--- src/logic/dicu_regs.svh ---
// Register indices, field positions and reset values of the capture unit.
// Assumes byte address = 4 * index on a 32-bit AXI4-Lite slave port.
`ifndef DICU_REGS_SVH
`define DICU_REGS_SVH

`define DICU_IDX_CSS 8'h56
`define DICU_IDX_PRIO 8'h57
`define DICU_IDX_TRIG1 8'h58
`define DICU_IDX_SRC1 8'h59
`define DICU_IDX_CNTL1 8'h5a
`define DICU_IDX_CNTH1 8'h5b
`define DICU_IDX_TRIG2 8'h5c
`define DICU_IDX_SRC2 8'h5d
`define DICU_IDX_CNTL2 8'h5e
`define DICU_IDX_CNTH2 8'h5f
`define DICU_IDX_PRESC 8'h60

// Control/status: read flags, write enables and counter resets
`define DICU_CSS_START2 7
`define DICU_CSS_STOP2 6
`define DICU_CSS_START1 5
`define DICU_CSS_STOP1 4
`define DICU_CSS_ROLL2 3
`define DICU_CSS_ROLL1 2
`define DICU_CSS_CLR2 1
`define DICU_CSS_CLR1 0
`define DICU_CSS_RST 8'h00
`define DICU_PRIO_RST 2'h0
`define DICU_TRIG_RST 8'h00
`define DICU_PRESC_RST 8'h00

// Trigger config fields
`define DICU_TRIG_MODE_HI 7
`define DICU_TRIG_MODE_LO 6
`define DICU_TRIG_STARTE_HI 5
`define DICU_TRIG_STARTE_LO 4
`define DICU_TRIG_STOPE_HI 3
`define DICU_TRIG_STOPE_LO 2
`define DICU_TRIG_LATST 1
`define DICU_TRIG_LATSP 0

`define DICU_RESP_OKAY 2'h0
`define DICU_RESP_SLVERR 2'h2

`endif

--- src/logic/dicu_pkg.sv ---
// Types shared by the capture unit.
// Assumes dicu_regs.svh for the numeric constants.
package dicu_pkg;
    // Counter run modes, in trigger config field order
    typedef enum logic [1:0] {
        DICU_MODE_OFF,
        DICU_MODE_FREE,
        DICU_MODE_UNTIL_STOP,
        DICU_MODE_START_STOP
    } dicu_mode_e;

    // Edge selection, in trigger config field order
    typedef enum logic [1:0] {
        DICU_EDGE_NONE,
        DICU_EDGE_RISE,
        DICU_EDGE_FALL,
        DICU_EDGE_BOTH
    } dicu_edge_e;

    typedef logic [15:0] dicu_count_t;
endpackage : dicu_pkg

--- src/logic/dicu_top.sv ---
// Two-channel input capture unit with an AXI4-Lite register slave.
// Assumes capture pins asynchronous to aclk; aclk is the peripheral clock.
`include "dicu_regs.svh"

module dicu_top #(
    parameter int ADDR_W = 12
) (
    input wire logic aclk,
    input wire logic aresetn,
    input wire logic [ADDR_W-1:0] s_axi_awaddr,
    input wire logic [2:0] s_axi_awprot,
    input wire logic s_axi_awvalid,
    output logic s_axi_awready,
    input wire logic [31:0] s_axi_wdata,
    input wire logic [3:0] s_axi_wstrb,
    input wire logic s_axi_wvalid,
    output logic s_axi_wready,
    output logic [1:0] s_axi_bresp,
    output logic s_axi_bvalid,
    input wire logic s_axi_bready,
    input wire logic [ADDR_W-1:0] s_axi_araddr,
    input wire logic [2:0] s_axi_arprot,
    input wire logic s_axi_arvalid,
    output logic s_axi_arready,
    output logic [31:0] s_axi_rdata,
    output logic [1:0] s_axi_rresp,
    output logic s_axi_rvalid,
    input wire logic s_axi_rready,
    input wire logic [15:0] capture_pins,
    output logic capture_irq_req,
    output logic [1:0] capture_irq_level,
    output logic capture_tick,
    output dicu_pkg::dicu_count_t chan1_count,
    output dicu_pkg::dicu_count_t chan2_count
);
    import dicu_pkg::*;

    // =========================================================
    // Functions
    // =========================================================
    function automatic logic edge_hit(input logic prev, input logic cur,
                                      input logic [1:0] sel);
        logic hit;
        hit = 1'b0;
        case (dicu_edge_e'(sel))
            DICU_EDGE_RISE: hit = !prev && cur;
            DICU_EDGE_FALL: hit = prev && !cur;
            DICU_EDGE_BOTH: hit = prev != cur;
            default: hit = 1'b0;
        endcase
        return hit;
    endfunction : edge_hit

    function automatic logic [7:0] reg_index(input logic [ADDR_W-1:0] addr);
        return addr[9:2];
    endfunction : reg_index

    function automatic logic reg_mapped(input logic [ADDR_W-1:0] addr);
        logic [7:0] idx;
        idx = addr[9:2];
        return addr[1:0] == 2'h0 && addr[ADDR_W-1:10] == '0
            && idx >= `DICU_IDX_CSS && idx <= `DICU_IDX_PRESC;
    endfunction : reg_mapped

    // =========================================================
    // Registers
    // =========================================================
    logic [7:0] trig_r [2];
    logic [7:0] src_r [2];
    logic [5:0] irq_en_r;
    logic [1:0] prio_r;
    logic [7:0] presc_r;
    logic [8:0] presc_cnt_r;
    logic tick;
    logic [15:0] pin_s1_r;
    logic [15:0] pin_s2_r;
    logic start_prev_r [2];
    logic stop_prev_r [2];
    logic start_ev [2];
    logic stop_ev [2];
    logic roll_ev [2];
    logic cap_ev [2];
    logic sw_clr [2];
    logic run_r [2];
    dicu_count_t count_r [2];
    dicu_count_t latch_r [2];
    logic [7:0] hi_shadow_r [2];
    logic start_flag_r [2];
    logic stop_flag_r [2];
    logic roll_flag_r [2];
    logic irq_pend_r;
    logic irq_set;
    logic css_rd;
    logic lo_rd [2];

    // AXI state
    logic [ADDR_W-1:0] awaddr_r;
    logic aw_have_r;
    logic [31:0] wdata_r;
    logic [3:0] wstrb_r;
    logic w_have_r;
    logic bvalid_r;
    logic [1:0] bresp_r;
    logic rvalid_r;
    logic [31:0] rdata_r;
    logic [1:0] rresp_r;
    logic wr_en;
    logic rd_en;
    logic [7:0] wr_idx;
    logic [7:0] rd_idx;
    logic wr_byte;

    // =========================================================
    // AXI4-Lite slave
    // =========================================================
    assign s_axi_awready = !aw_have_r && !bvalid_r;
    assign s_axi_wready = !w_have_r && !bvalid_r;
    assign s_axi_bvalid = bvalid_r;
    assign s_axi_bresp = bresp_r;
    assign s_axi_arready = !rvalid_r;
    assign s_axi_rvalid = rvalid_r;
    assign s_axi_rdata = rdata_r;
    assign s_axi_rresp = rresp_r;
    assign wr_en = aw_have_r && w_have_r && !bvalid_r;
    assign rd_en = s_axi_arvalid && !rvalid_r;
    assign wr_idx = reg_index(awaddr_r);
    assign rd_idx = reg_index(s_axi_araddr);
    assign wr_byte = wr_en && reg_mapped(awaddr_r) && wstrb_r[0];

    always_ff @(posedge aclk)
    begin
        if (!aresetn)
        begin
            aw_have_r <= 1'b0;
            awaddr_r <= '0;
        end
        else if (s_axi_awvalid && s_axi_awready)
        begin
            aw_have_r <= 1'b1;
            awaddr_r <= s_axi_awaddr;
        end
        else if (wr_en)
        begin
            aw_have_r <= 1'b0;
        end
    end

    always_ff @(posedge aclk)
    begin
        if (!aresetn)
        begin
            w_have_r <= 1'b0;
            wdata_r <= 32'h0000_0000;
            wstrb_r <= 4'h0;
        end
        else if (s_axi_wvalid && s_axi_wready)
        begin
            w_have_r <= 1'b1;
            wdata_r <= s_axi_wdata;
            wstrb_r <= s_axi_wstrb;
        end
        else if (wr_en)
        begin
            w_have_r <= 1'b0;
        end
    end

    always_ff @(posedge aclk)
    begin
        if (!aresetn)
        begin
            bvalid_r <= 1'b0;
            bresp_r <= `DICU_RESP_OKAY;
        end
        else if (wr_en)
        begin
            bvalid_r <= 1'b1;
            bresp_r <= reg_mapped(awaddr_r) ? `DICU_RESP_OKAY : `DICU_RESP_SLVERR;
        end
        else if (s_axi_bready)
        begin
            bvalid_r <= 1'b0;
        end
    end

    // Read data; write-only registers read as zero
    always_ff @(posedge aclk)
    begin
        if (!aresetn)
        begin
            rvalid_r <= 1'b0;
            rdata_r <= 32'h0000_0000;
            rresp_r <= `DICU_RESP_OKAY;
        end
        else if (rd_en)
        begin
            rvalid_r <= 1'b1;
            rresp_r <= reg_mapped(s_axi_araddr) ? `DICU_RESP_OKAY : `DICU_RESP_SLVERR;
            rdata_r <= 32'h0000_0000;
            if (reg_mapped(s_axi_araddr))
            begin
                case (rd_idx)
                    `DICU_IDX_CSS: rdata_r[7:0] <= {start_flag_r[1], stop_flag_r[1],
                        start_flag_r[0], stop_flag_r[0], roll_flag_r[1],
                        roll_flag_r[0], 2'h0};
                    `DICU_IDX_CNTL1: rdata_r[7:0] <= latch_r[0][7:0];
                    `DICU_IDX_CNTH1: rdata_r[7:0] <= hi_shadow_r[0];
                    `DICU_IDX_CNTL2: rdata_r[7:0] <= latch_r[1][7:0];
                    `DICU_IDX_CNTH2: rdata_r[7:0] <= hi_shadow_r[1];
                    default: rdata_r <= 32'h0000_0000;
                endcase
            end
        end
        else if (s_axi_rready)
        begin
            rvalid_r <= 1'b0;
        end
    end

    assign css_rd = rd_en && reg_mapped(s_axi_araddr) && rd_idx == `DICU_IDX_CSS;
    assign lo_rd[0] = rd_en && reg_mapped(s_axi_araddr) && rd_idx == `DICU_IDX_CNTL1;
    assign lo_rd[1] = rd_en && reg_mapped(s_axi_araddr) && rd_idx == `DICU_IDX_CNTL2;

    // =========================================================
    // Configuration registers
    // =========================================================
    always_ff @(posedge aclk)
    begin
        if (!aresetn)
        begin
            irq_en_r <= 6'(`DICU_CSS_RST);
            prio_r <= `DICU_PRIO_RST;
            trig_r[0] <= `DICU_TRIG_RST;
            trig_r[1] <= `DICU_TRIG_RST;
            presc_r <= `DICU_PRESC_RST;
        end
        else if (wr_byte)
        begin
            case (wr_idx)
                `DICU_IDX_CSS: irq_en_r <= wdata_r[7:2];
                `DICU_IDX_PRIO: prio_r <= wdata_r[1:0];
                `DICU_IDX_TRIG1: trig_r[0] <= wdata_r[7:0];
                `DICU_IDX_TRIG2: trig_r[1] <= wdata_r[7:0];
                `DICU_IDX_PRESC: presc_r <= wdata_r[7:0];
                default: presc_r <= presc_r;
            endcase
        end
    end

    // Source selects have no reset value
    always_ff @(posedge aclk)
    begin
        if (wr_byte && wr_idx == `DICU_IDX_SRC1)
        begin
            src_r[0] <= wdata_r[7:0];
        end
        if (wr_byte && wr_idx == `DICU_IDX_SRC2)
        begin
            src_r[1] <= wdata_r[7:0];
        end
    end

    assign sw_clr[0] = wr_byte && wr_idx == `DICU_IDX_CSS && wdata_r[`DICU_CSS_CLR1];
    assign sw_clr[1] = wr_byte && wr_idx == `DICU_IDX_CSS && wdata_r[`DICU_CSS_CLR2];

    // =========================================================
    // Prescaler: one tick every 2*(presc_r+1) clocks
    // =========================================================
    assign tick = presc_cnt_r == {presc_r, 1'b1};
    assign capture_tick = tick;

    always_ff @(posedge aclk)
    begin
        if (!aresetn)
        begin
            presc_cnt_r <= 9'h000;
        end
        else if (tick || presc_cnt_r > {presc_r, 1'b1})
        begin
            presc_cnt_r <= 9'h000;
        end
        else
        begin
            presc_cnt_r <= presc_cnt_r + 9'h001;
        end
    end

    // =========================================================
    // Pin synchroniser and sampling on the counting clock
    // =========================================================
    always_ff @(posedge aclk)
    begin
        if (!aresetn)
        begin
            pin_s1_r <= 16'h0000;
            pin_s2_r <= 16'h0000;
        end
        else
        begin
            pin_s1_r <= capture_pins;
            pin_s2_r <= pin_s1_r;
        end
    end

    // =========================================================
    // Channels
    // =========================================================
    always_comb
    begin
        for (int ch = 0; ch < 2; ch++)
        begin
            start_ev[ch] = tick && edge_hit(start_prev_r[ch], pin_s2_r[src_r[ch][7:4]],
                trig_r[ch][`DICU_TRIG_STARTE_HI:`DICU_TRIG_STARTE_LO]);
            stop_ev[ch] = tick && edge_hit(stop_prev_r[ch], pin_s2_r[src_r[ch][3:0]],
                trig_r[ch][`DICU_TRIG_STOPE_HI:`DICU_TRIG_STOPE_LO]);
            roll_ev[ch] = tick && run_r[ch] && !sw_clr[ch] && count_r[ch] == 16'hffff;
            cap_ev[ch] = (start_ev[ch] && trig_r[ch][`DICU_TRIG_LATST])
                || (stop_ev[ch] && trig_r[ch][`DICU_TRIG_LATSP]);
        end
    end

    always_ff @(posedge aclk)
    begin
        for (int ch = 0; ch < 2; ch++)
        begin
            if (!aresetn)
            begin
                start_prev_r[ch] <= 1'b0;
                stop_prev_r[ch] <= 1'b0;
            end
            else if (tick)
            begin
                start_prev_r[ch] <= pin_s2_r[src_r[ch][7:4]];
                stop_prev_r[ch] <= pin_s2_r[src_r[ch][3:0]];
            end
        end
    end

    // Run control per mode
    always_ff @(posedge aclk)
    begin
        for (int ch = 0; ch < 2; ch++)
        begin
            if (!aresetn)
            begin
                run_r[ch] <= 1'b0;
            end
            else
            begin
                case (dicu_mode_e'(trig_r[ch][`DICU_TRIG_MODE_HI:`DICU_TRIG_MODE_LO]))
                    DICU_MODE_FREE: run_r[ch] <= 1'b1;
                    DICU_MODE_UNTIL_STOP:
                    begin
                        if (sw_clr[ch])
                            run_r[ch] <= 1'b1;
                        else if (stop_ev[ch] && !trig_r[ch][`DICU_TRIG_LATSP])
                            run_r[ch] <= 1'b0;
                    end
                    DICU_MODE_START_STOP:
                    begin
                        if (sw_clr[ch])
                            run_r[ch] <= 1'b0;
                        else if (stop_ev[ch] && !trig_r[ch][`DICU_TRIG_LATSP])
                            run_r[ch] <= 1'b0;
                        else if (start_ev[ch] && !trig_r[ch][`DICU_TRIG_LATST])
                            run_r[ch] <= 1'b1;
                    end
                    default: run_r[ch] <= 1'b0;
                endcase
            end
        end
    end

    // Counter, capture latch and high-byte freeze
    always_ff @(posedge aclk)
    begin
        for (int ch = 0; ch < 2; ch++)
        begin
            if (!aresetn || sw_clr[ch])
            begin
                count_r[ch] <= 16'h0000;
            end
            else if (tick && run_r[ch])
            begin
                count_r[ch] <= count_r[ch] + 16'h0001;
            end
            if (!aresetn)
            begin
                latch_r[ch] <= 16'h0000;
                hi_shadow_r[ch] <= 8'h00;
            end
            else
            begin
                if (cap_ev[ch])
                    latch_r[ch] <= count_r[ch];
                if (lo_rd[ch])
                    hi_shadow_r[ch] <= latch_r[ch][15:8];
            end
        end
    end

    assign chan1_count = count_r[0];
    assign chan2_count = count_r[1];

    // Sticky flags; a new event wins over the clearing read
    always_ff @(posedge aclk)
    begin
        for (int ch = 0; ch < 2; ch++)
        begin
            if (!aresetn)
            begin
                start_flag_r[ch] <= 1'b0;
                stop_flag_r[ch] <= 1'b0;
                roll_flag_r[ch] <= 1'b0;
            end
            else
            begin
                start_flag_r[ch] <= start_ev[ch] || (start_flag_r[ch] && !css_rd);
                stop_flag_r[ch] <= stop_ev[ch] || (stop_flag_r[ch] && !css_rd);
                roll_flag_r[ch] <= roll_ev[ch] || (roll_flag_r[ch] && !css_rd);
            end
        end
    end

    // =========================================================
    // Interrupt request
    // =========================================================
    assign irq_set = (start_ev[1] && irq_en_r[5]) || (stop_ev[1] && irq_en_r[4])
        || (start_ev[0] && irq_en_r[3]) || (stop_ev[0] && irq_en_r[2])
        || (roll_ev[1] && irq_en_r[1]) || (roll_ev[0] && irq_en_r[0]);

    always_ff @(posedge aclk)
    begin
        if (!aresetn)
        begin
            irq_pend_r <= 1'b0;
        end
        else
        begin
            irq_pend_r <= irq_set || (irq_pend_r && !css_rd);
        end
    end

    assign capture_irq_req = irq_pend_r && prio_r != 2'h0;
    assign capture_irq_level = prio_r;
endmodule : dicu_top

--- config.mk ---
export PLATFORM = sky130hd
export DESIGN_NAME = dicu_top
export DESIGN_NICKNAME = d
export VERILOG_FILES = /design/src/logic/dicu_pkg.sv /design/src/logic/dicu_top.sv
export VERILOG_INCLUDE_DIRS = /design/src /design/src/logic
export SDC_FILE = /design/constraint.sdc
export NUM_CORES = 1
export LEC_CHECK = 0
export ABC_AREA = 1
export BUFFER_PORTS_ARGS = -buffer_cell sky130_fd_sc_hd__clkbuf_2
export CORE_MARGIN = 5
export CORE_UTILIZATION = 40
export DETAILED_ROUTE_END_ITERATION = 6
export HOLD_SLACK_MARGIN = 0.06
export SLEW_MARGIN = 20
export SYNTH_ARGS = -nofsm -noshare
export SYNTH_HDL_FRONTEND = slang
export SYNTH_SLANG_ARGS = --single-unit
--- constraint.sdc ---
create_clock -name aclk -period 3.35 [get_ports aclk]
set_input_delay 0.67 -clock aclk [delete_from_list [all_inputs] [get_ports aclk]]
set_output_delay 0.67 -clock aclk [all_outputs]
set_load 0.005 [all_outputs]
==> summary.txt <==
Status: complete, no violations
Largest net degree at the start of global routing: 46
Rel. slew slack: 37.9%
Die Wd: 170 um
Number of fill cells: 2,428
Cell variety after synth: 50
Placement-stage cell area: 11,000 sq um
CTS buffer count: 24
Finish-stage setup viols: 0
Fin crit period: 3.01 ns
Number of flops mapped to enable cells by yosys: 115
Seq/Total Area, Yosys: 53.9%
DRC viols: 0
CTS Hold Bufs: 0
Fin crit share: 89.9%
Hold Crit Class: input port to flip-flop
DR vias/cell: 4.84
Final #Nets: 1,386
Max cap viols: 0
Vias: 7,867
Gpl congestion: 0.841
Initial core utilization: 40.5%
Setup TNS: 0 ns
Clk_skew: 0.0127 ns
VDD IR-drop max: 0.301 mV
Async set-reset flop share out of synthesis: 0%
Pins over their slew limit: 0
Share of cells above drive strength 1: 16.4%
Die Ht: 170 um
Fin area: 11,800 sq um
WS Path Type: flip-flop to flip-flop
H-tree levels: 1
Pwr per Cell Area: 529 nW/um^2
DIE AREA: 28,800 sq um
Final Routed Wirelength: 23,100 um
Clock root cell: clkbuf_16
Initial antenna violation count: 0
Fin util: 46.8%
CTS Buffer Depth: 3
Num rows: 58
Post-synth top flop: edfxtp_1
Startpoint Class: flip-flop
Avg Cell Area, Syn: 8.77 sq um
Number of global-route vias before repair: 7,657
#FFs+latches synth: 217
RSZ-0062 raised after global routing: false
Post-Syn Area: 10,200 sq um
Final ANT Viol Nets: 0
Hold slack: 0.339 ns
Measured slew at the worst slew-check pin: 0.925 ns
Synth cell count leaders: 209 x nand2_1, 174 x inv_1, 153 x nor2_1, 115 x edfxtp_1, 102 x dfxtp_1
Maximum clock rate: 0.332 GHz
CTS tree: yes
# IOs: 166
First-pass GRT wire length: 37,600 um
Final Hold Viols: 0
Crit Path Max Fanout: 16
DR WL/cell: 14.2 um
Yosys top cell area share: 33.8%
CTS Sinks: 217
Congestion Overflow GR: 0
Main area contributors after synthesis: edfxtp_1 34%, dfxtp_1 20%, nand2_1 7.7%
P&R area growth vs syn: 15.5%
Ys Warns: 0
Initial DRT Pass Iterations: 5
Drt first-iter violations: 365
Cells after Synth: 1,163
CP required: 3.55 ns
DP Wirelength: 17,100 um
N_diodes: 0
Core area: 25,200 sq um
WP data arrival: 3.21 ns
Most common cell in the netlist: nand2_1
Worst-Skew Late Latency: 0.51 ns
Crit. End Element: flip-flop
Reg clk slew, reported paths: 0.06 ns
Dominant cell type by area after synthesis: edfxtp_1
Lkg Pwr: 5.08 nW
I/O Buffers: 106
Total GRT Usage: 15.8%
-- where the power goes --
part / leakage, nW / internal (mW) / switching [mW]
Sequential: 2.01 / 2.95 / 0.107
Combinational: 2.68 / 0.192 / 0.410
Clock: 0.390 / 1.51 / 1.06
Total: 5.08 / 4.65 / 1.57
-- per-stage QoR --
| step | instances | power (mW) | setup WS (ns) |
|---|---|---|---|
| floorplan | 1188 | 3.49 | 0.688 |
| CTS | 1625 | 6.29 | 0.321 |
| detailed placement | 1581 | 3.72 | 0.334 |
| finish | 1626 | 6.23 | 0.337 |
| global route | 1626 | 6.51 | 0.0430 |
| global placement | 1581 | 3.71 | 0.382 |
-- cell type report --
| type | instances | area [sq um] | area share (%) |
|---|---|---|---|
| tap | 330 | 413 | 3.51 |
| sequential | 217 | 5500 | 46.6 |
| clock inverter | 13 | 97.6 | 0.828 |
| multi-input combinational | 730 | 3760 | 31.9 |
| clock buffer | 31 | 679 | 5.77 |
| timing repair buffer | 121 | 641 | 5.44 |
| inverter | 184 | 691 | 5.86 |
-- layer usage --
| layer | track usage (%) | wire [um] |
|---|---|---|
| met1 | 20.5 | 10200 |
| met2 | 27.2 | 11100 |
| met3 | 2.89 | 1210 |
| met4 | 4.48 | 534 |
| met5 | 0 | 0 |
-- worst paths after layout --
check	endpoint	from	cells past startpoint	slack (ns)
max	latch_r[1][0]	src_r[0][8]	11	0.34
min	pin_s1_r[14]	capture_pins[14]	3	0.34
max reg2reg	latch_r[1][0]	src_r[0][8]	11	0.34
min reg2reg	pin_s2_r[9]	pin_s1_r[9]	2	0.41
-- worst max-delay path: stages (launching register included) --
cell      delay (ns)
edfxtp_1        0.51
buf_2           0.22
o211ai_1        0.17
nand2_1         0.09
o211ai_1        0.17
nand2_1         0.13
ha_1            0.29
a211oi_1        0.40
and2_1          0.21
inv_1           0.07
o21ai_2         0.17
or2_4           0.28
-- timing repair --
| item | in CTS | in global routing |
|---|---|---|
| buffers inserted | 0 | 1 |
| endpoints found under the hold margin | 0 | 0 |
| setup endpoints to repair | 0 | 7 |
| gates resized for setup | 0 | 1 |
-- state kept, by name (all words and copies together) (netlist names), 6 cells and up --
name	count
count_r	32
wdata_r	8
irq_en_r	6
src_r	16
s_axi_rdata	8
awaddr_r	12
latch_r	32
presc_cnt_r	9
pin_s1_r	16
pin_s2_r	16
hi_shadow_r	16
trig_r	16
presc_r	8
-- cell usage in the layout, fill, tap and decap left out, types with 3 or more instances in the layout --
cell / count
nand2_1: 209
inv_1: 174
nor2_1: 153
edfxtp_1: 115
clkbuf_2: 106
dfxtp_1: 102
a21oi_1: 78
o21ai_0: 49
nand3_1: 41
conb_1: 26
clkbuf_16: 26
nand4_1: 20
ha_1: 19
o211ai_1: 16
a211oi_1: 16
xor2_1: 15
buf_4: 14
nor3_1: 12
inv_2: 10
o21ai_1: 10
nor2_2: 9
nor3b_1: 7
clkinv_2: 6
nand3_2: 5
nand2_2: 4
nor3_2: 4
or2_2: 4
clkbuf_1: 4
o221ai_1: 3
nor4_4: 3
-- cells by family after synthesis --
group | count (synthesis) | share of synthesized area [%]
AO/OA/AOI/OAI | 182 | 10.2
flip-flops | 217 | 53.9
other | 1 | 0.0368
XOR/XNOR | 15 | 1.29
buffers and inverters | 241 | 10.2
AND/OR/NAND/NOR | 488 | 22.1
adder cells (fa/ha/maj) | 19 | 2.33
No activity file was read; power rests on OpenSTA's default activity.
